<file path="src/verilog/pd_sink_pkg.sv">
// shared constants and types for the sink port policy link
// What this block does
// - attach on vbus safe5v, then await offers
// - no offers in wait time: send hard reset
// - never send cable packets unless vconn source
// - acknowledge offers with goodcrc, connection made
// - request, accept, ready gives explicit contract
// - in ready state handle and answer messages
// - new power needs send a new request
// - request selecting no offer is an error
// - unusable offers: request anyway, flag mismatch, led
// - rd termination always asserted as sink
// - power swap makes port source, stays in ready
// - data swap flips dfp/ufp, a received one also exits modes
// - vconn swap make before break, roles kept
// - cable talk only idle, sop ends it
// - dfp sink may send vdms for modes
// - vbus loss ends connection unless expected or port is source
// - missing goodcrc: soft reset within limit
// - soft reset fails or power error: hard reset
// - soft reset keeps power, roles, modes
// - hard reset: default power, ufp, vconn back
// - after hard reset retry twice then wait
// - no answer to retries enters error path
package pd_sink_pkg;

	localparam int unsigned clk_mhz = 250;
	// timeouts in microseconds, defaults only
	localparam int unsigned wait_cap_us   = 500;
	localparam int unsigned receive_us    = 1;
	localparam int unsigned soft_reset_us = 15;
	localparam int unsigned hard_reset_us = 5;
	localparam int unsigned wait_cap_cyc   = wait_cap_us * clk_mhz;
	localparam int unsigned receive_cyc    = receive_us * clk_mhz;
	localparam int unsigned soft_reset_cyc = soft_reset_us * clk_mhz;
	localparam int unsigned hard_reset_cyc = hard_reset_us * clk_mhz;
	localparam int unsigned hard_retry_max = 2;
	localparam int unsigned cnt_w          = 24;

	typedef enum logic [3:0] {
		msg_none       = 4'h0,
		msg_src_caps   = 4'h1,
		msg_request    = 4'h2,
		msg_accept     = 4'h3,
		msg_reject     = 4'h4,
		msg_ps_rdy     = 4'h5,
		msg_soft_reset = 4'h6,
		msg_pr_swap    = 4'h7,
		msg_dr_swap    = 4'h8,
		msg_vc_swap    = 4'h9,
		msg_vdm        = 4'ha,
		msg_good_crc   = 4'hb
	} msg_e;

	typedef enum logic [1:0] {
		sop_main   = 2'h0,
		sop_prime  = 2'h1,
		sop_dprime = 2'h2
	} sop_e;

	typedef logic [cnt_w-1:0] cnt_t;

	function automatic logic expired(input cnt_t c, input int unsigned lim);
		expired = (c >= cnt_t'(lim));
	endfunction

endpackage

</file>
<file path="src/verilog/pd_link_if.sv">
// message link between sink policy and source partner
`timescale 1ns/100ps
interface pd_link_if;
	logic       snk_valid;
	logic [3:0] snk_msg;
	logic [1:0] snk_sop;
	logic [2:0] snk_obj;
	logic       snk_mismatch;
	logic       snk_hard_reset;
	logic       src_valid;
	logic [3:0] src_msg;
	logic [1:0] src_sop;
	logic       src_hard_reset;
	logic       vbus_5v;
	logic       vbus_0v;
	logic       rd_on;
	logic       snk_vconn;
	logic       src_vconn;

	modport sink (
		output snk_valid, snk_msg, snk_sop, snk_obj, snk_mismatch,
		output snk_hard_reset, rd_on, snk_vconn,
		input  src_valid, src_msg, src_sop, src_hard_reset,
		input  vbus_5v, vbus_0v, src_vconn
	);
	modport source (
		input  snk_valid, snk_msg, snk_sop, snk_obj, snk_mismatch,
		input  snk_hard_reset, rd_on, snk_vconn,
		output src_valid, src_msg, src_sop, src_hard_reset,
		output vbus_5v, vbus_0v, src_vconn
	);
endinterface

</file>
<file path="src/verilog/pd_timer.sv">
// restartable cycle counter with terminal flag
`timescale 1ns/100ps
module pd_timer
	import pd_sink_pkg::*;
#(
	parameter int unsigned limit = 16
) (
	// clock and reset
	input  wire logic clock,
	input  wire logic nrst,
	// control
	input  wire logic restart,
	input  wire logic run,
	// status
	output logic      done
);
	typedef struct packed {
		cnt_t cnt;
	} timer_s;
	timer_s st_reg;
	timer_s st_next;

	always_comb begin
		st_next = st_reg;
		if (restart) begin
			st_next.cnt = '0;
		end else if (run && !expired(st_reg.cnt, limit)) begin
			st_next.cnt = st_reg.cnt + cnt_t'(1);
		end
	end

	always_ff @(posedge clock) begin
		if (!nrst) begin
			st_reg <= '0;
		end else begin
			st_reg <= st_next;
		end
	end

	assign done = run && expired(st_reg.cnt, limit);
endmodule

</file>
<file path="src/verilog/pd_sink_end.sv">
// sink port policy engine
`timescale 1ns/100ps
module pd_sink_end
	import pd_sink_pkg::*;
#(
	parameter int unsigned wait_cap_lim = wait_cap_cyc,
	parameter int unsigned receive_lim  = receive_cyc,
	parameter int unsigned soft_lim     = soft_reset_cyc,
	parameter int unsigned hard_lim     = hard_reset_cyc
) (
	// clock and reset
	input  wire logic  clock,
	input  wire logic  nrst,
	// link
	pd_link_if.sink    link,
	// local policy
	input  wire logic       drp_en,
	input  wire logic       drd_en,
	input  wire logic       want_request,
	input  wire logic [2:0] want_obj,
	input  wire logic [2:0] offer_cnt,
	input  wire logic       cap_ok,
	input  wire logic       want_pr_swap,
	input  wire logic       want_dr_swap,
	input  wire logic       want_vc_swap,
	input  wire logic       want_cable,
	input  wire logic       want_vdm,
	input  wire logic       power_error,
	// status
	output logic       contract,
	output logic       connected,
	output logic       is_source,
	output logic       is_dfp,
	output logic       vconn_src,
	output logic       mode_active,
	output logic       fail_led,
	output logic       error_path
);
	typedef enum logic [8:0] {
		s_detached = 9'h001,
		s_wait_cap = 9'h002,
		s_request  = 9'h004,
		s_accept   = 9'h008,
		s_ps_rdy   = 9'h010,
		s_ready    = 9'h020,
		s_soft     = 9'h040,
		s_hard     = 9'h080,
		s_error    = 9'h100
	} state_e;

	typedef struct packed {
		state_e     state;
		logic       valid;
		logic [3:0] msg;
		logic [1:0] sop;
		logic [2:0] obj;
		logic       mism;
		logic       hard;
		logic       wait_ack;
		logic       cable;
		logic       swap_pend;
		logic       contract;
		logic       connected;
		logic       source;
		logic       dfp;
		logic       vconn;
		logic       vconn_both;
		logic       mode;
		logic       led;
		logic [1:0] hard_cnt;
		logic       expect_drop;
	} sink_s;
	sink_s st_reg;
	sink_s st_next;

	logic t_cap_rst, t_ack_rst, t_cap_done, t_ack_done;
	logic t_soft_done, t_hard_done;
	logic rx;

	assign rx = link.src_valid && (link.src_sop == sop_main);
	assign t_cap_rst = (st_reg.state != s_wait_cap);
	assign t_ack_rst = !st_reg.wait_ack;

	pd_timer #(.limit(wait_cap_lim)) u_cap (
		.clock(clock), .nrst(nrst), .restart(t_cap_rst),
		.run(1'b1), .done(t_cap_done));
	pd_timer #(.limit(receive_lim)) u_ack (
		.clock(clock), .nrst(nrst), .restart(t_ack_rst),
		.run(1'b1), .done(t_ack_done));
	pd_timer #(.limit(receive_lim + soft_lim)) u_soft (
		.clock(clock), .nrst(nrst), .restart(t_ack_rst),
		.run(1'b1), .done(t_soft_done));
	pd_timer #(.limit(receive_lim + hard_lim)) u_hard (
		.clock(clock), .nrst(nrst), .restart(t_ack_rst),
		.run(1'b1), .done(t_hard_done));

	// one message send, arms the goodcrc wait unless it sends goodcrc
	function automatic sink_s send(input sink_s s, input msg_e m);
		sink_s r;
		r = s;
		r.valid = 1'b1;
		r.msg = m;
		r.sop = sop_main;
		r.wait_ack = (m != msg_good_crc);
		r.cable = 1'b0;
		return r;
	endfunction

	function automatic sink_s hard_reset(input sink_s s);
		sink_s r;
		r = s;
		r.hard = 1'b1;
		r.state = s_hard;
		r.contract = 1'b0;
		r.source = 1'b0;
		r.dfp = 1'b0;
		r.vconn = 1'b0;
		r.vconn_both = 1'b0;
		r.mode = 1'b0;
		r.wait_ack = 1'b0;
		r.expect_drop = 1'b1;
		return r;
	endfunction

	always_comb begin
		st_next = st_reg;
		st_next.valid = 1'b0;
		st_next.hard = 1'b0;
		// partner replies without goodcrc, a reply also proves delivery
		if (rx && link.src_msg != msg_src_caps) begin
			st_next.wait_ack = 1'b0;
		end
		if (st_reg.state == s_detached) begin
			if (link.vbus_5v) begin
				st_next.state = s_wait_cap;
				st_next.hard_cnt = 2'h0;
			end
		end else if (link.vbus_0v && !st_reg.expect_drop && !st_reg.source) begin
			st_next = '0;
			st_next.state = s_detached;
		end else if (power_error && st_reg.state != s_hard) begin
			st_next = hard_reset(st_reg);
		end else if (link.src_hard_reset) begin
			st_next = hard_reset(st_reg);
			st_next.hard = 1'b0;
		end else if (rx && link.src_msg == msg_soft_reset) begin
			st_next = send(st_reg, msg_accept);
			st_next.wait_ack = 1'b0;
			st_next.state = s_wait_cap;
		end else if (st_reg.wait_ack && t_hard_done) begin
			st_next = hard_reset(st_reg);
		end else if (st_reg.wait_ack && t_ack_done && st_reg.state != s_soft) begin
			st_next = send(st_reg, msg_soft_reset);
			st_next.state = s_soft;
			st_next.wait_ack = st_reg.wait_ack;
		end else begin
			case (st_reg.state)
			s_wait_cap: begin
				if (rx && link.src_msg == msg_src_caps) begin
					st_next = send(st_reg, msg_good_crc);
					st_next.connected = 1'b1;
					st_next.hard_cnt = 2'h0;
					st_next.state = s_request;
				end else if (t_cap_done) begin
					// first hard reset plus the retries, then give up
					if (st_reg.hard_cnt > 2'(hard_retry_max)) begin
						st_next.state = s_error;
					end else begin
						st_next = hard_reset(st_reg);
						st_next.hard_cnt = st_reg.hard_cnt + 2'h1;
					end
				end
			end
			s_request: begin
				st_next = send(st_reg, msg_request);
				// a request must always name an offer
				st_next.obj = (want_obj < offer_cnt && want_obj != 3'h0)
					? want_obj : 3'h1;
				st_next.mism = !cap_ok;
				st_next.led = !cap_ok;
				st_next.state = s_accept;
			end
			s_accept: begin
				if (rx && link.src_msg == msg_accept) begin
					st_next.state = s_ps_rdy;
					st_next.expect_drop = 1'b1;
				end else if (rx && link.src_msg == msg_reject) begin
					st_next.state = st_reg.contract ? s_ready : s_wait_cap;
				end
			end
			s_ps_rdy: begin
				if (rx && link.src_msg == msg_ps_rdy) begin
					st_next.contract = 1'b1;
					st_next.expect_drop = 1'b0;
					st_next.state = s_ready;
				end
			end
			s_soft: begin
				if (rx && link.src_msg == msg_accept) begin
					st_next.wait_ack = 1'b0;
					st_next.state = s_wait_cap;
				end
			end
			s_hard: begin
				st_next.state = s_wait_cap;
				st_next.expect_drop = 1'b0;
			end
			s_ready: begin
				if (rx) begin
					st_next.cable = 1'b0;
					case (link.src_msg)
					msg_src_caps: begin
						st_next = send(st_reg, msg_good_crc);
						st_next.state = s_request;
					end
					msg_pr_swap: begin
						st_next = send(st_reg, drp_en ? msg_accept : msg_reject);
						st_next.source = st_reg.source ^ drp_en;
					end
					msg_dr_swap: begin
						st_next = send(st_reg, drd_en ? msg_accept : msg_reject);
						st_next.dfp = st_reg.dfp ^ drd_en;
						st_next.mode = 1'b0;
					end
					msg_vc_swap: begin
						st_next = send(st_reg, msg_accept);
						st_next.vconn_both = 1'b1;
					end
					default: begin
					end
					endcase
				end else if (st_reg.vconn_both && link.src_vconn == st_reg.vconn) begin
					// swap completes once the partner caught up
					st_next.vconn = !st_reg.vconn;
					st_next.vconn_both = 1'b0;
				end else if (st_reg.swap_pend) begin
					st_next.swap_pend = 1'b0;
				end else if (!st_reg.wait_ack) begin
					if (want_request) begin
						st_next.state = s_request;
					end else if (want_pr_swap && drp_en) begin
						st_next = send(st_reg, msg_pr_swap);
						st_next.source = !st_reg.source;
						st_next.expect_drop = 1'b1;
					end else if (want_dr_swap && drd_en) begin
						st_next = send(st_reg, msg_dr_swap);
						st_next.dfp = !st_reg.dfp;
					end else if (want_vc_swap) begin
						st_next = send(st_reg, msg_vc_swap);
						st_next.vconn_both = 1'b1;
					end else if (want_vdm && st_reg.dfp) begin
						st_next = send(st_reg, msg_vdm);
						st_next.mode = !st_reg.mode;
					end else if (want_cable && st_reg.vconn && !st_reg.cable) begin
						st_next.valid = 1'b1;
						st_next.msg = msg_vdm;
						st_next.sop = sop_prime;
						st_next.cable = 1'b1;
					end else begin
						st_next.cable = 1'b0;
					end
				end
			end
			s_error: begin
				st_next.connected = 1'b0;
			end
			default: begin
				st_next.state = s_detached;
			end
			endcase
		end
		if (st_next.sop != sop_main && !st_next.vconn) begin
			st_next.valid = 1'b0;
		end
	end

	always_ff @(posedge clock) begin
		if (!nrst) begin
			st_reg <= '0;
			st_reg.state <= s_detached;
		end else begin
			st_reg <= st_next;
		end
	end

	assign link.snk_valid = st_reg.valid;
	assign link.snk_msg = st_reg.msg;
	assign link.snk_sop = st_reg.sop;
	assign link.snk_obj = st_reg.obj;
	assign link.snk_mismatch = st_reg.mism;
	assign link.snk_hard_reset = st_reg.hard;
	assign link.rd_on = !st_reg.source;
	assign link.snk_vconn = st_reg.vconn | st_reg.vconn_both;
	assign contract = st_reg.contract;
	assign connected = st_reg.connected;
	assign is_source = st_reg.source;
	assign is_dfp = st_reg.dfp;
	assign vconn_src = st_reg.vconn;
	assign mode_active = st_reg.mode;
	assign fail_led = st_reg.led;
	assign error_path = (st_reg.state == s_error);
endmodule

</file>
<file path="src/flat_wrapper.sv">
// flat-port wrapper written by rule: the top's interface ports become plain ports
module pd_sink_end_flat import pd_sink_pkg::*;
#(
	parameter int unsigned wait_cap_lim = wait_cap_cyc,
	parameter int unsigned receive_lim  = receive_cyc,
	parameter int unsigned soft_lim     = soft_reset_cyc,
	parameter int unsigned hard_lim     = hard_reset_cyc
)
  (clock, nrst, drp_en, drd_en, want_request, want_obj, offer_cnt, cap_ok, want_pr_swap, want_dr_swap, want_vc_swap, want_cable, want_vdm, power_error, contract, connected, is_source, is_dfp, vconn_src, mode_active, fail_led, error_path, link_snk_valid, link_snk_msg, link_snk_sop, link_snk_obj, link_snk_mismatch, link_snk_hard_reset, link_rd_on, link_snk_vconn, link_src_valid, link_src_msg, link_src_sop, link_src_hard_reset, link_vbus_5v, link_vbus_0v, link_src_vconn);
  pd_link_if link_i ();
  input  wire logic clock;
  input  wire logic nrst;
  input  wire logic drp_en;
  input  wire logic drd_en;
  input  wire logic want_request;
  input  wire logic [2:0] want_obj;
  input  wire logic [2:0] offer_cnt;
  input  wire logic cap_ok;
  input  wire logic want_pr_swap;
  input  wire logic want_dr_swap;
  input  wire logic want_vc_swap;
  input  wire logic want_cable;
  input  wire logic want_vdm;
  input  wire logic power_error;
  output logic contract;
  output logic connected;
  output logic is_source;
  output logic is_dfp;
  output logic vconn_src;
  output logic mode_active;
  output logic fail_led;
  output logic error_path;
  output wire logic [$bits(link_i.snk_valid)-1:0] link_snk_valid;
  output wire logic [$bits(link_i.snk_msg)-1:0] link_snk_msg;
  output wire logic [$bits(link_i.snk_sop)-1:0] link_snk_sop;
  output wire logic [$bits(link_i.snk_obj)-1:0] link_snk_obj;
  output wire logic [$bits(link_i.snk_mismatch)-1:0] link_snk_mismatch;
  output wire logic [$bits(link_i.snk_hard_reset)-1:0] link_snk_hard_reset;
  output wire logic [$bits(link_i.rd_on)-1:0] link_rd_on;
  output wire logic [$bits(link_i.snk_vconn)-1:0] link_snk_vconn;
  input wire logic [$bits(link_i.src_valid)-1:0] link_src_valid;
  input wire logic [$bits(link_i.src_msg)-1:0] link_src_msg;
  input wire logic [$bits(link_i.src_sop)-1:0] link_src_sop;
  input wire logic [$bits(link_i.src_hard_reset)-1:0] link_src_hard_reset;
  input wire logic [$bits(link_i.vbus_5v)-1:0] link_vbus_5v;
  input wire logic [$bits(link_i.vbus_0v)-1:0] link_vbus_0v;
  input wire logic [$bits(link_i.src_vconn)-1:0] link_src_vconn;
  assign link_snk_valid = link_i.snk_valid;
  assign link_snk_msg = link_i.snk_msg;
  assign link_snk_sop = link_i.snk_sop;
  assign link_snk_obj = link_i.snk_obj;
  assign link_snk_mismatch = link_i.snk_mismatch;
  assign link_snk_hard_reset = link_i.snk_hard_reset;
  assign link_rd_on = link_i.rd_on;
  assign link_snk_vconn = link_i.snk_vconn;
  assign link_i.src_valid = link_src_valid;
  assign link_i.src_msg = link_src_msg;
  assign link_i.src_sop = link_src_sop;
  assign link_i.src_hard_reset = link_src_hard_reset;
  assign link_i.vbus_5v = link_vbus_5v;
  assign link_i.vbus_0v = link_vbus_0v;
  assign link_i.src_vconn = link_src_vconn;
  pd_sink_end #(.wait_cap_lim(wait_cap_lim), .receive_lim(receive_lim), .soft_lim(soft_lim), .hard_lim(hard_lim)) u_core (.clock(clock), .nrst(nrst), .link(link_i), .drp_en(drp_en), .drd_en(drd_en), .want_request(want_request), .want_obj(want_obj), .offer_cnt(offer_cnt), .cap_ok(cap_ok), .want_pr_swap(want_pr_swap), .want_dr_swap(want_dr_swap), .want_vc_swap(want_vc_swap), .want_cable(want_cable), .want_vdm(want_vdm), .power_error(power_error), .contract(contract), .connected(connected), .is_source(is_source), .is_dfp(is_dfp), .vconn_src(vconn_src), .mode_active(mode_active), .fail_led(fail_led), .error_path(error_path));
endmodule
</file>
<file path="config.mk">
export PLATFORM = sky130hd
export DESIGN_NAME = pd_sink_end_flat
export DESIGN_NICKNAME = d
export VERILOG_FILES = /design/src/verilog/pd_sink_pkg.sv /design/src/verilog/pd_link_if.sv /design/src/verilog/pd_timer.sv /design/src/verilog/pd_sink_end.sv /design/src/flat_wrapper.sv
export SDC_FILE = /design/constraint.sdc
export NUM_CORES = 1
export LEC_CHECK = 0
export ABC_AREA = 1
export BUFFER_PORTS_ARGS = -buffer_cell sky130_fd_sc_hd__buf_2
export CORE_ASPECT_RATIO = 0.8
export CORE_MARGIN = 1
export CORE_UTILIZATION = 30
export DETAILED_ROUTE_END_ITERATION = 7
export GPL_TIMING_DRIVEN = 0
export PLACE_DENSITY = 0.52
export SLEW_MARGIN = 20
export SYNTH_ARGS = -nofsm -noshare
export SYNTH_HDL_FRONTEND = slang
export SYNTH_SLANG_ARGS = --single-unit
</file>
<file path="constraint.sdc">
create_clock -name clock -period 5.4 [get_ports clock]
set_clock_uncertainty 0.05 [all_clocks]
set_input_delay 0.54 -clock clock [delete_from_list [all_inputs] [get_ports clock]]
set_output_delay 0.54 -clock clock [all_outputs]
set_load 0.01 [all_outputs]
</file>
# ---- Yosys cells after proc, flatten, opt, wreduce, memory -nomap -nowiden
# Index checks and enable logic that the tools add are counted.
# Widths: inputs -> output; s select.
dict set report word_totals {
  register_bits 107
  wordCells 292
}
dict set report op_classes {
  order_cmp 5
  reduce_logical 60
  bitwise_logic 7
  n_eq_ne 120
  mux 73
  n_addsub 4
}
# op n
set op_table {}
lappend op_table {{$mux 35} 28}
lappend op_table {{$pmux 35 s4} 1}
lappend op_table {{$mux 26} 4}
lappend op_table {{$add 24x1->24 const B} 3}
lappend op_table {{$mux 9} 8}
lappend op_table {{$pmux 9 s8} 1}
lappend op_table {{$ne 7x7->1 const B} 10}
lappend op_table {{$ne 10x10->1 const B} 6}
lappend op_table {{$reduce_and 12->1} 5}
lappend op_table {{$ne 12x4->1 const B} 4}
lappend op_table {{$ne 6x6->1 const B} 8}
lappend op_table {{$ne 9x3->1 const B} 4}
lappend op_table {{$pmux 12 s3} 1}
lappend op_table {{$reduce_and 18->1} 2}
lappend op_table {{$ne 8x3->1 const B} 4}
lappend op_table {{$ne 6x2->1 const B} 5}
lappend op_table {{$mux 28} 1}
lappend op_table {{$ne 3x1->1 const B} 9}
lappend op_table {{$ne 9x2->1 const B} 3}
lappend op_table {{$ge 24x11->1 const B} 1}
lappend op_table {{$ge 24x17->1 const B} 1}
lappend op_table {{$ge 24x8->1 const B} 1}
lappend op_table {{$ne 8x2->1 const B} 3}
lappend op_table {{$pmux 8 s3} 1}
lappend op_table {{74 further kinds} 155}

# ---- Depth between registers and ports, before layout
# Gate-level depths: netlist (run 1).
dict set report logic_depth {
  word_depth 41
  depth_mapped 18
}

# ---- Modules after synthesis
# Synthesis (run 1) repeated with hierarchy kept, for this count alone.
dict set report unflattened {
  cells_unflattened 1106
  area_unflattened_um2 7084.3
}
# mod area_each_um2 cells_per_inst instances seq_area_each_um2
set by_module_without_submodules {}
lappend by_module_without_submodules {pd_sink_end 3455.8 612 1 660.6}
lappend by_module_without_submodules {{pd_timer (u_core.u_cap)} 1447.6 190 1 480.5}
lappend by_module_without_submodules {{pd_timer (u_core.u_hard)} 1123.6 165 1 480.5}
lappend by_module_without_submodules {{pd_timer (u_core.u_ack)} 1057.3 139 1 480.5}

# ---- Worst setup path after synthesis (run 1)
# Ideal clock, no wire load.
dict set report synth_path {
  path_kind {input to register}
  start {input port link_src_msg[1]}
  end {register u_core.st_reg, in the netlist u_core.link.snk_msg[2]}
  path_stages 12
  n_path_buf 1
  t_required_ps 5234
  path_slack_ps 3372
  arrival_ps 1863
  setup_ps 116
  cell_sequence {buf_4 inv_1 nor3_1 nand2_1 nand2_1 o21ai_0 a21oi_1 nand2_1 nor2_4 nand2_2 o21ai_0 nor2_1}
}
dict set report synth_via {
  elab_chain_cells 10
}
# item line
set synth_lines {}
lappend synth_lines {{start, declared} flat_wrapper.sv:42} ;# input wire logic [$bits(link_i.src_msg)-1:0] link_src_msg;
lappend synth_lines {{$eq 4x4->1, or another cell as far along} pd_sink_end.sv:211} ;# case (link.src_msg)
lappend synth_lines {{$pmux 35 s4 / $logic_and 1x1->1 (equally long branches)} {pd_sink_end.sv:211, pd_sink_end.sv:159}}
lappend synth_lines {{$mux 35 (on tied branches)} {pd_sink_end.sv:209, pd_sink_end.sv:159}}
lappend synth_lines {{$pmux 12 s3} pd_sink_end.sv:157} ;# case (st_reg.state)
lappend synth_lines {{$mux 35} pd_sink_end.sv:152} ;# end else if (st_reg.wait_ack && t_ack_done && st_reg.state != s_soft) begin
lappend synth_lines {{$mux 35} pd_sink_end.sv:150} ;# end else if (st_reg.wait_ack && t_hard_done) begin
lappend synth_lines {{$mux 35} pd_sink_end.sv:146} ;# end else if (rx && link.src_msg == msg_soft_reset) begin
lappend synth_lines {{$mux 35} pd_sink_end.sv:143} ;# end else if (link.src_hard_reset) begin
lappend synth_lines {{$mux 35} pd_sink_end.sv:141} ;# end else if (power_error && st_reg.state != s_hard) begin
lappend synth_lines {{$mux 35} pd_sink_end.sv:138} ;# end else if (link.vbus_0v && !st_reg.expect_drop && !st_reg.source) begin
lappend synth_lines {{end signal, assigned} pd_sink_end.sv:282} ;# st_reg <= st_next;
lappend synth_lines {{end, declared} pd_sink_end.sv:73} ;# sink_s st_reg;
# Several ways; a longest one is shown, not always the timed one. The select of a mux whose other input is x is not followed.
# A chain may end at the register's enable or synchronous reset.

# ---- Final worst setup path (run 1)
dict set report layout_path {
  start {register u_core.st_reg[32] (netlist bit)}
  end {output port error_path}
}
dict set report layout_via {
  elab_chain_cells 1
}
# item line
set layout_lines {}
lappend layout_lines {{$eq 9x9->1} pd_sink_end.sv:301} ;# assign error_path = (st_reg.state == s_error);
lappend layout_lines {{end, declared} flat_wrapper.sv:32} ;# output logic error_path;
# Every way passes these cells.

==> impl_summary.log, run 1 <==
INFO  metric run_status = finished clean
INFO  metric r2r_start = u_core.u_ack.st_reg[0]$_SDFFE_PN0P_
INFO  metric timing.critical_path.buf_inv = 1
INFO  metric finalWorstPathRequiredPeriod = 2600 ps
INFO  metric highest-signal-layer = met4
INFO  metric crit_path_max_fanout = 7
INFO  metric post_layout_nonfiller_instances = about 1400
INFO  metric timing_max_transition_violations_final = 0
INFO  metric place.port_buffers = 49
INFO  metric total_cts_buffers = 9
INFO  metric antenna_violating_nets_post_route = 0
INFO  metric clk_path_buf_depth = 2
INFO  metric dp_worst_setup_slack = 2630 ps
INFO  metric post_synthesis_sequential_area_ratio = 31.2%
INFO  metric via_per_inst = 4.84
INFO  metric ys_async_sr_fraction = 0%
INFO  metric detail_route.first_pass.iterations = 5
INFO  metric core.rowCount = 48
INFO  metric ff2ff_setup_slack = approximately 2900 ps
INFO  metric clock_tree.htree_level_count = 3
INFO  metric die_height = about 140 um
INFO  metric count_of_final_hold_check_violations = 0
INFO  metric wl_met1 = 10.7 mm
INFO  metric yosys-top-cells-area = sky130_fd_sc_hd__dfxtp_1 (31%), sky130_fd_sc_hd__nand2_1 (12%), sky130_fd_sc_hd__nor2_1 (10%), sky130_fd_sc_hd__inv_1 (8.5%), sky130_fd_sc_hd__nand3_1 (5.2%)
INFO  metric count_of_cell_types_in_the_netlist = 53
INFO  metric io_pins = 51
INFO  metric met2WireLength = about 8.4 mm
INFO  metric start_kind = register
INFO  metric avgRoutedWirePerCell = around 15 um
INFO  metric grt_max_degree = 21
INFO  metric ordered_list_of_cells_on_the_worst_path = nor2_4 -> nand2_4 -> nor3_1 -> buf_2
INFO  metric critPathSlowestCell = sky130_fd_sc_hd__nor3_1
INFO  metric cp_top_family = simple AND/OR/NAND/NOR gates
INFO  metric synth_top_flop_cell = sky130_fd_sc_hd__dfxtp_1
INFO  metric finalPower = 2.58 mW
INFO  metric cpPeakStageDelay = 690 ps
INFO  metric post-synth-top-count-cell = sky130_fd_sc_hd__nand2_1
INFO  metric nets = ~1200
INFO  metric grt_antenna_before_repair = 0
INFO  metric critical_path_cell_count = 4
INFO  metric track_usage = 18.8%
INFO  metric dpl.cell_count = 1413
INFO  metric dp.final_hpwl = 16.5 mm
INFO  metric clk_pin_slew = roughly 80 ps
INFO  metric power.static_leakage = 3.28 nW
INFO  metric drive_gt1_share = 14.1%
INFO  metric gpl.final_weighted_congestion = 0.973
INFO  metric wl = 21.4 mm
INFO  metric antenna_cells_inserted = 0
INFO  metric synth-warning-count = 0
INFO  metric worst_slack = 2800 ps
INFO  metric maxClockFrequency = 385 MHz
INFO  metric ir_worst_vdd = roughly 0.00017 V
INFO  metric number_of_fill_cells_in_the_layout = around 2500
INFO  metric path_class = reg -> out
INFO  metric finalSetupViolCount = 0
INFO  metric ctsHoldBuffers = 0
INFO  metric postCtsResizedCells = 0
INFO  metric synth_top_cell_by_area = sky130_fd_sc_hd__dfxtp_1
INFO  metric worst-endpoint-required = 4810 ps
INFO  metric syn_area = 6730 um^2
INFO  metric wl_met3 = slightly below 2 mm
INFO  metric hold-worst-slack = 377 ps
INFO  metric num_vias = 6910
INFO  metric post_detailed_placement_cell_area = between 7000 and 8000 um^2
INFO  metric grt_setup_unrepaired = false
INFO  metric totalNegativeSetupSlack = 0 ps
INFO  metric synth_top_cells_by_count = sky130_fd_sc_hd__nand2_1 (211), sky130_fd_sc_hd__nor2_1 (186), sky130_fd_sc_hd__inv_1 (153)
INFO  metric grt_pass1_wl = about 34 mm
INFO  metric hold_class = reg -> reg
INFO  metric final_cell_area = between 7000 and 8000 um^2
INFO  metric yosysTopAreaCellShare = 31.2%
INFO  metric postSynthRegisterBits = 105
INFO  metric first_global_vias = 6124
INFO  metric synth_area_per_cell = approximately 6.3 um^2
INFO  metric final_core_utilization = approximately a third
INFO  metric count_of_max_cap_constraint_violations = 0
INFO  metric drt_first_iter_violations = 618
INFO  metric start_util = a little over 30%
INFO  metric syn_inst = 1064
INFO  metric arrival = 2010 ps
INFO  metric period_utilization_post_route = 48.1%
INFO  metric cp_endpoint_kind = primary output
INFO  metric rr_worst_depth = 18
INFO  metric cts_num_sinks = between 100 and 150
INFO  metric cts.repair_timing.setup_buffer_count = 0
INFO  metric cts_root_buf = sky130_fd_sc_hd__clkbuf_16
INFO  metric critical_path.startpoint = u_core.st_reg[32]$_SDFFE_PN0P_
INFO  metric overflow = 0
INFO  metric die_area = around 23000 um^2
INFO  metric r2r_end = u_core.link.snk_valid$_SDFFE_PP0P_
INFO  metric cts_tree = built
INFO  metric tightest_slew = 830 ps
INFO  metric syn2layout_area_growth = 13.7%
INFO  metric worstSkewPairLatency = between 300 and 400 ps
INFO  metric chipWidth = 169 um
INFO  metric net_count_synth = 1102
INFO  metric setup.worst_path.end = error_path
INFO  metric worst_slew_margin_rel = 44.2%
INFO  metric power.density_cell_area = 337 nW/um^2
INFO  metric edff_count_synth = 0
INFO  metric core_area = about 22000 um^2
INFO  metric drc = 0
-- placed cells by master (no fill, tap or decap), drive strengths merged, types with 2 or more instances in the layout --
cell type / n
ha: 9
o22ai: 2
a21boi: 2
nor4: 6
or2: 4
o21ai: 54
nand3: 79
clkbuf: 18
clkinv: 6
a21oi: 63
buf: 75
inv: 166
o2111ai: 2
dfxtp: 105
and3: 2
o31ai: 2
o21a: 2
clkinvlp: 2
a31oi: 3
nor3b: 3
nand2: 226
nand4: 35
nor3: 36
nor2: 209
xor2: 2
nand3b: 3
o211ai: 5
-- tightest hold or removal path, delay by kind of cell, from the launching register on --
kind	cells	cell delay, ps
simple gates	1	30
flops	1	310
buf+inv	1	50
-- logic make-up (layout without fill, tap and decap cells) --
kind of cell / after synthesis / after routing / share of synthesized area (%)
AO/OA/AOI/OAI: 141 / 141 / 11.6
buffers and inverters: 202 / 267 / 12.7
flip-flops: 105 / 105 / 31.2
adder cells (fa/ha/maj): 9 / 9 / 1.67
XOR/XNOR: 2 / 2 / 0.260
AND/OR/NAND/NOR: 605 / 605 / 42.6
-- area by class of cell --
class | count | area, um^2 | share of cell area, %
clock inverters | 7 | 76.3 | 0.998
multi-input cells | 757 | 3770 | 49.3
well taps | 300 | 375 | 4.91
flip-flops and latches | 105 | 2100 | 27.5
repair buffers | 49 | 245 | 3.21
inverters | 167 | 629 | 8.23
clock buffers | 9 | 225 | 2.94
plain buffers | 35 | 223 | 2.91
-- routing by layer --
| metal | track usage, % | up-vias |
|---|---|---|
| met3 | 4.72 | 23 |
| li1 | - | 3530 |
| met1 | 27.8 | 3063 |
| met2 | 26.6 | 294 |
| met5 | 0 | - |
| met4 | 5.06 | 0 |
-- how the worst min path moves through the flow --
stage | from | endpoint | cells after the start
finish | u_core.u_ack.st_reg[8]$_SDFFE_PN0P_ | u_core.u_ack.st_reg[8]$_SDFFE_PN0P_ | 2
global route | u_core.u_ack.st_reg[9]$_SDFFE_PN0P_ | u_core.u_ack.st_reg[9]$_SDFFE_PN0P_ | 2
CTS | u_core.u_ack.st_reg[8]$_SDFFE_PN0P_ | u_core.u_ack.st_reg[8]$_SDFFE_PN0P_ | 2
detailed placement | u_core.u_ack.st_reg[21]$_SDFFE_PN0P_ | u_core.u_ack.st_reg[21]$_SDFFE_PN0P_ | 2
global placement | u_core.u_hard.st_reg[22]$_SDFFE_PN0P_ | u_core.u_hard.st_reg[22]$_SDFFE_PN0P_ | 2
floorplan | u_core.u_ack.st_reg[11]$_SDFFE_PN0P_ | u_core.u_ack.st_reg[11]$_SDFFE_PN0P_ | 2
-- where the power goes --
group / total, mW / switching, mW / internal (mW)
Clock: 0.670 / 0.343 / 0.326
Sequential: 0.894 / 0.0552 / 0.839
Combinational: 1.02 / 0.688 / 0.328
Power figures use the tool's default switching activity.
==> inputs of run 2 (changes only) <==
PLACE_DENSITY = 0.53   (was 0.52)
clock period = 2.3 ns   (was 5.4 ns; I/O delays follow)
==> impl_summary.log, run 2 (synthesis results as in run 1) <==
INFO  metric num_vias = 7182 (+3.9%)
INFO  metric mostFrequentLayoutCells = sky130_fd_sc_hd__nand2_1 (202), sky130_fd_sc_hd__nor2_1 (172), sky130_fd_sc_hd__inv_1 (147), sky130_fd_sc_hd__dfxtp_1 (90), sky130_fd_sc_hd__nand3_1 (64)
INFO  metric ctsHoldBuffers = 0 (unchanged)
INFO  metric drive_gt1_share = 21.7% (+7.6 points)
INFO  metric final_cell_area = 8190 um^2 (+7.0%)
INFO  metric start_kind = register
INFO  metric rr_worst_depth = 9 (-9)
INFO  metric final_core_utilization = 37.6% (+2.5 points)
INFO  metric first_global_vias = 6426 (+4.9%)
INFO  metric overflow = 0 (unchanged)
INFO  metric hold_end = u_core.link.snk_obj[1]$_SDFFE_PN0P_
INFO  metric drt_first_iter_violations = 701 (+13%)
INFO  metric maxClockFrequency = 437 MHz
INFO  metric worstSkewPairLatency = 360 ps (about the same)
INFO  metric finalSetupViolCount = 0 (unchanged)
INFO  metric post_layout_nonfiller_instances = 1461 (+2.2%)
INFO  metric switchingPower = 2.74 mW (+150%)
INFO  metric run_status = finished clean
INFO  metric syn2layout_area_growth = 21.7%
INFO  metric via_per_inst = 4.92 (+1.7%)
INFO  metric clock_tree.htree_level_count = 3 (unchanged)
INFO  metric total_cts_buffers = 9 (unchanged)
INFO  metric totalNegativeSetupSlack = 0 ps (unchanged)
INFO  metric power.density_cell_area = 795 nW/um^2 (+140%)
INFO  metric hp-start = want_obj[1]
INFO  metric cts_root_buf = sky130_fd_sc_hd__clkbuf_16
INFO  metric count_of_final_hold_check_violations = 0 (unchanged)
INFO  metric clk_path_buf_depth = 2 (unchanged)
INFO  metric wl_met3 = 1.76 mm (-12%)
INFO  metric wl = 22.4 mm (+4.8%)
INFO  metric cts_num_sinks = 105 (unchanged)
INFO  metric r2r_start = u_core.st_reg[31]$_SDFFE_PN0P_
INFO  metric grt_max_degree = 23 (+9.5%)
INFO  metric core.rowCount = 48 (unchanged)
INFO  metric nets = 1194 (+2.8%)
INFO  metric pwr-share-seq = 32.7% (-1.9 points)
INFO  metric antenna_violating_nets_post_route = 0 (unchanged)
INFO  metric finalWorstPathRequiredPeriod = around 2300 ps
INFO  metric detail_route.first_pass.iterations = 5 (unchanged)
INFO  metric number_of_fill_cells_in_the_layout = 2438 (-1.3%)
INFO  metric avgRoutedWirePerCell = 15.3 um (+2.5%)
INFO  metric path_class = reg -> reg
INFO  metric drc = 0 (unchanged)
INFO  metric worst-endpoint-required = 2540 ps (-2270 ps)
INFO  metric hold-worst-slack = 91.1 ps (-286 ps)
INFO  metric ff2ff_setup_slack = 10 ps (-2900 ps)
INFO  metric dpl.cell_count = 1413 (unchanged)
INFO  metric most_common_cell_after_layout_fill_and_taps_aside = sky130_fd_sc_hd__nand2_1
INFO  metric post_detailed_placement_cell_area = 7350 um^2 (unchanged)
INFO  metric period_utilization_post_route = 99.5%
INFO  metric ir_worst_vdd = 0.000366 V (+120%)
INFO  metric cp_endpoint_kind = register
INFO  metric hold_depth = 3 (+1)
INFO  metric clk_pin_slew = 90 ps (about the same)
INFO  metric gpl.final_weighted_congestion = 0.955 (-1.8%)
INFO  metric arrival = 2530 ps (+520 ps)
INFO  metric start_util = 30.9% (unchanged)
INFO  metric highest-signal-layer = met4
INFO  metric power.internal = 3.77 mW (+150%)
INFO  metric antenna_cells_inserted = 0 (unchanged)
INFO  metric r2r_end = u_core.st_reg[13]$_SDFFE_PN0P_
INFO  metric met2WireLength = 9.17 mm (+9.5%)
INFO  metric logic_gate_share_of_total_power = 41.9% (+2.5 points)
INFO  metric power.static_leakage = 3.53 nW (+7.6%)
INFO  metric grt_pass1_wl = 34.3 mm (+1.5%)
INFO  metric p_clk_share = 25.4% (-0.6 points)
INFO  metric crit_path_max_fanout = 8 (+1)
INFO  metric wl_met1 = 10.9 mm (+1.8%)
INFO  metric io_pins = 51 (unchanged)
INFO  metric dp.final_hpwl = 16.5 mm (about the same)
INFO  metric worst_slew_margin_rel = 44.3% (+0.10 points)
INFO  metric timing_max_transition_violations_final = 0 (unchanged)
INFO  metric track_usage = 19.2% (+0.38 points)
INFO  metric tightest_slew = 829 ps (-1.49 ps)
INFO  metric count_of_max_cap_constraint_violations = 0 (unchanged)
INFO  metric grt_antenna_before_repair = 1 (+1)
INFO  metric hold_class = in -> reg
INFO  metric sw_frac_of_total = 42.0% (-0.081 points)
INFO  metric die_area = 23000 um^2 (unchanged)
INFO  metric place.port_buffers = 49 (unchanged)
INFO  metric die_height = 136 um (unchanged)
INFO  metric core_area = 21800 um^2 (unchanged)
INFO  metric chipWidth = 169 um (unchanged)
INFO  metric cts_tree = built
run 2: cell type report:
type                            count  area (um^2)  area share [%]
Multi-Input combinational cell    758         4000            48.8
Sequential cell                   105         2130            26.0
Inverter                          167          649            7.93
Timing Repair Buffer               80          485            5.93
Tap cell                          300          375            4.59
Buffer                             35          241            2.95
Clock buffer                        9          225            2.75
Clock inverter                      7         86.3            1.05
run 2: per-layer routing:
| metal | up-vias | track usage [%] |
|---|---|---|
| met1 | 3250 | 27.6 |
| met5 | - | 0 |
| met4 | 0 | 6.71 |
| met3 | 38 | 3.87 |
| li1 | 3602 | - |
| met2 | 292 | 28.2 |
run 2: timing repair:
item / in CTS / in global routing
pin swaps: 5 / 32
endpoints found under the setup margin: 29 / 47
resized for setup: 7 / 88
gates cloned: 0 / 2
setup buffers: 5 / 25
run 2: how the worst max path moves through the flow:
stage | from | endpoint | slack, ps | cells after the start
finish | u_core.st_reg[31]$_SDFFE_PN0P_ | u_core.st_reg[13]$_SDFFE_PN0P_ | 10 | 9
global route | u_core.u_ack.st_reg[0]$_SDFFE_PN0P_ | u_core.st_reg[31]$_SDFFE_PN0P_ | -30 | 17
CTS | u_core.is_source$_SDFFE_PN0P_ | u_core.mode_active$_SDFFE_PN0P_ | 1 | 13
detailed placement | link_src_sop[1] | u_core.st_reg[30]$_SDFFE_PN0P_ | -230 | 13
global placement | link_src_sop[1] | u_core.st_reg[30]$_SDFFE_PN0P_ | -280 | 13
floorplan | u_core.u_ack.st_reg[0]$_SDFFE_PN0P_ | u_core.st_reg[34]$_SDFFE_PN0P_ | 340 | 17
run 2: power groups by stage:
stage / sequential [mW] / clock, mW / combinational, mW
after global placement: 2.15 / 0 / 2.31
after global routing: 2.15 / 1.78 / 2.99
after detailed placement: 2.15 / 0 / 2.30
final: 2.13 / 1.65 / 2.73
after CTS: 2.11 / 1.72 / 2.33
after floorplan: 2.13 / 0 / 1.69
run 2: critical path, stage by stage (launching register included):
cell and delay [ps]:
sky130_fd_sc_hd__dfxtp_2 350, sky130_fd_sc_hd__nor2_4 180, sky130_fd_sc_hd__nand3_2 120, sky130_fd_sc_hd__nor2_4 190, sky130_fd_sc_hd__nor2_8 100, sky130_fd_sc_hd__nor2_8 220, sky130_fd_sc_hd__nand2_4 140, sky130_fd_sc_hd__nor4_1 560
sky130_fd_sc_hd__a21oi_1 140, sky130_fd_sc_hd__a21oi_1 160
run 2: per-stage QoR:
step	power [mW]	setup slack [ps]
after detailed placement	4.45	-227
after CTS	6.16	1.44
after floorplan	3.82	339
after global routing	6.92	-31.2
after global placement	4.46	-284
final	6.51	12.1
==> inputs of run 3 (changes only) <==
ABC_AREA = default   (was 1)
CTS_CLUSTER_SIZE = 30   (was default)
==> impl_summary.log, run 3 <==
INFO  metric grt_max_degree = 18 (-22%)
INFO  metric die_height = 125 um (-7.7%)
INFO  metric edff_count_synth = 0 (unchanged)
INFO  metric cpPeakStageDelay = 480 ps (-80 ps)
INFO  metric hold_class = in -> reg
INFO  metric cp_endpoint_kind = register
INFO  metric grt_setup_unrepaired = true
INFO  metric gpl.final_weighted_congestion = 0.978 (+2.4%)
INFO  metric overflow = 0 (unchanged)
INFO  metric hold-worst-slack = 69.1 ps (-22.0 ps)
INFO  metric synth-warning-count = 0 (unchanged)
INFO  metric die_area = 19600 um^2 (-15%)
INFO  metric antenna_violating_nets_post_route = 0 (unchanged)
INFO  metric clk_pin_slew = 80 ps (about the same)
INFO  metric critPathSlowestCell = sky130_fd_sc_hd__or4_4
INFO  metric worstSkewPairLatency = 360 ps (about the same)
INFO  metric net_count_synth = 757 (-31%)
INFO  metric wl = 19.9 mm (-11%)
INFO  metric start_util = 31.1% (+0.24 points)
INFO  metric count_of_cell_types_in_the_netlist = 75 (+42%)
INFO  metric io_pins = 51 (unchanged)
INFO  metric postSynthRegisterBits = 105 (unchanged)
INFO  metric cts_num_sinks = 105 (unchanged)
INFO  metric cts_root_buf = sky130_fd_sc_hd__clkbuf_16
INFO  metric post_synthesis_sequential_area_ratio = 36.8% (+5.5 points)
INFO  metric ordered_list_of_cells_on_the_worst_path = clkbuf_8 -> or4_4 -> a2bb2oi_2 -> or3_4 -> a311o_1 -> a31o_1 -> a41o_4 -> or4_4 -> a21boi_2
INFO  metric drc = 7 (+7)
INFO  metric worst_slew_margin_rel = 49.4% (+5.1 points)
INFO  metric syn_inst = 719 (-32%)
INFO  metric most_common_cell_after_layout_fill_and_taps_aside = sky130_fd_sc_hd__dfxtp_1
INFO  metric worst-endpoint-required = 2540 ps (about the same)
INFO  metric count_of_max_cap_constraint_violations = 0 (unchanged)
INFO  metric mostFrequentLayoutCells = sky130_fd_sc_hd__dfxtp_1 (93), sky130_fd_sc_hd__nor2_1 (59), sky130_fd_sc_hd__buf_4 (57), sky130_fd_sc_hd__buf_2 (50), sky130_fd_sc_hd__nand2_1 (49)
INFO  metric grt_antenna_before_repair = 1 (unchanged)
INFO  metric power.density_cell_area = 574 nW/um^2 (-28%)
INFO  metric ys_async_sr_fraction = 0% (unchanged)
INFO  metric finalWorstPathRequiredPeriod = 2920 ps (+634 ps)
INFO  metric path_class = reg -> reg
INFO  metric dp.final_hpwl = 13.3 mm (-19%)
INFO  metric nets = 883 (-26%)
INFO  metric ir_worst_vdd = 0.000288 V (-21%)
INFO  metric avgRoutedWirePerCell = 18.1 um (+18%)
INFO  metric num_vias = 6037 (-16%)
INFO  metric total_cts_buffers = 9 (unchanged)
INFO  metric power.static_leakage = 3.11 nW (-12%)
INFO  metric failed_checks = DRC, setup timing
INFO  metric yosys-top-cells-area = sky130_fd_sc_hd__dfxtp_1 (37%), sky130_fd_sc_hd__and3_1 (5.3%), sky130_fd_sc_hd__nor2_1 (4.5%), sky130_fd_sc_hd__nand2_1 (3.9%), sky130_fd_sc_hd__a21oi_1 (3.4%)
INFO  metric via_per_inst = 5.47 (+11%)
INFO  metric synth_area_per_cell = 7.95 um^2 (+26%)
INFO  metric ff2ff_setup_slack = -620 ps (-630 ps)
INFO  metric tightest_slew = 758 ps (-71.1 ps)
INFO  metric drt_first_iter_violations = 951 (+36%)
INFO  metric detail_route.first_pass.iterations = 8 (+3)
INFO  metric syn_area = 5720 um^2 (-15%)
INFO  metric crit_path_max_fanout = 3 (-5)
INFO  metric clock_tree.htree_level_count = 3 (unchanged)
INFO  metric cp_common_cell = sky130_fd_sc_hd__or4_4
INFO  metric synth_top_cell_by_area = sky130_fd_sc_hd__dfxtp_1
INFO  metric timing_max_transition_violations_final = 0 (unchanged)
INFO  metric run_status = complete, but fails checks
INFO  metric dp_worst_setup_slack = -1030 ps (-805 ps)
INFO  metric place.port_buffers = 48 (-2.0%)
INFO  metric maxClockFrequency = 342 MHz (-22%)
INFO  metric grt_pass1_wl = 29.8 mm (-13%)
INFO  metric drive_gt1_share = 33.3% (+12 points)
INFO  metric finalSetupViolCount = 41 (+41)
INFO  metric clk_path_buf_depth = 2 (unchanged)
INFO  metric chipWidth = 156 um (-7.7%)
INFO  metric cts_tree = built
INFO  metric syn2layout_area_growth = 38.9%
INFO  metric track_usage = 19.6% (+0.39 points)
INFO  metric synth_top_cells_by_count = sky130_fd_sc_hd__dfxtp_1 (105), sky130_fd_sc_hd__nor2_1 (68), sky130_fd_sc_hd__nand2_1 (60)
INFO  metric post-synth-top-count-cell = sky130_fd_sc_hd__dfxtp_1
INFO  metric first_global_vias = 5405 (-16%)
INFO  metric synth_top_flop_cell = sky130_fd_sc_hd__dfxtp_1
INFO  metric period_utilization_post_route = 127% (+28 points)
INFO  metric yosysTopAreaCellShare = 36.8% (+5.5 points)
INFO  metric arrival = 3170 ps (+640 ps)
INFO  metric count_of_final_hold_check_violations = 0 (unchanged)
INFO  metric start_kind = register
INFO  metric core.rowCount = 44 (-8.3%)
INFO  metric core_area = 18400 um^2 (-16%)
INFO  metric worst_slack = -622 ps (-634 ps)
INFO  metric post_detailed_placement_cell_area = 6400 um^2 (-13%)
INFO  metric final_cell_area = 7950 um^2 (-2.9%)
-- run 3: layout make-up --
cell class / instances / area (um^2)
antenna: 1 / 2.50
buffer: 43 / 280
clock buffer: 10 / 239
clock inverter: 5 / 86.3
fill: 1836 / 10400
inverter: 28 / 105
multi-input combinational: 541 / 3960
sequential: 105 / 2120
tap: 253 / 317
timing repair buffer: 117 / 836
-- run 3: layer usage --
| metal | global-route usage (%) | routed length [um] |
|---|---|---|
| met5 | 0 | 0 |
| met4 | 7.04 | 780 |
| met3 | 6.14 | 2030 |
| met2 | 27.2 | 8000 |
| met1 | 28.0 | 9100 |
-- run 3: worst paths after layout --
kind	depth (start not counted)	to	start
max reg2reg	9	u_core.link.snk_msg[2]$_SDFFE_PN0P_	u_core.st_reg[30]$_SDFFE_PN0P_
min reg2reg	2	u_core.link.snk_obj[0]$_SDFFE_PN0P_	u_core.link.snk_obj[0]$_SDFFE_PN0P_
max	9	u_core.link.snk_msg[2]$_SDFFE_PN0P_	u_core.st_reg[30]$_SDFFE_PN0P_
min	2	u_core.link.snk_obj[2]$_SDFFE_PN0P_	want_obj[2]
-- run 3: critical path, delay by kind of cell, from the launching register on --
kind / cells / cell delay [ps]
and+or+nand+nor: 3 / 1260
buffers and inverters: 1 / 130
AOI/OAI and AO/OA: 5 / 1080
DFF: 1 / 330
-- run 3: timing repair --
action | in CTS | in global routing
pin swaps | 23 | 54
endpoints found under the setup margin | 55 | 56
endpoints found under the hold margin | 0 | 1
buffers inserted | 33 | 35
resized for setup | 77 | 101
hold buffers | 0 | 1
cloned | 0 | 2
-- run 3: cell families after synthesis --
kind of cell,share of synthesized area [%]
AO/OA/AOI/OAI,19.1
flip-flops,36.8
buffers and inverters,5.67
adder cells (fa/ha/maj),1.97
AND/OR/NAND/NOR,31.8
multiplexers,0.722
XOR/XNOR,3.98
-- run 3: power breakdown --
group | internal (mW) | leakage [nW] | switching, mW
combinational | 0.393 | 2.10 | 0.577
clock | 0.989 | 0.160 | 0.741
sequential | 1.84 | 0.851 | 0.0246
total | 3.22 | 3.11 | 1.34
-- run 3: stage by stage --
stage / total power, mW / utilization (%) / std cells / TNS, ps
3_3_place_gp: 2.58 / 34.7 / 1020 / -29030
3_5_place_dp: 2.56 / 34.8 / 1021 / -26580
5_1_grt: 4.70 / 43.2 / 1102 / -17900
6_report: 4.56 / 43.2 / 1103 / -14710
4_1_cts: 4.42 / 39.5 / 1067 / -14690
2_1_floorplan: 2.36 / - / 719 / -4590
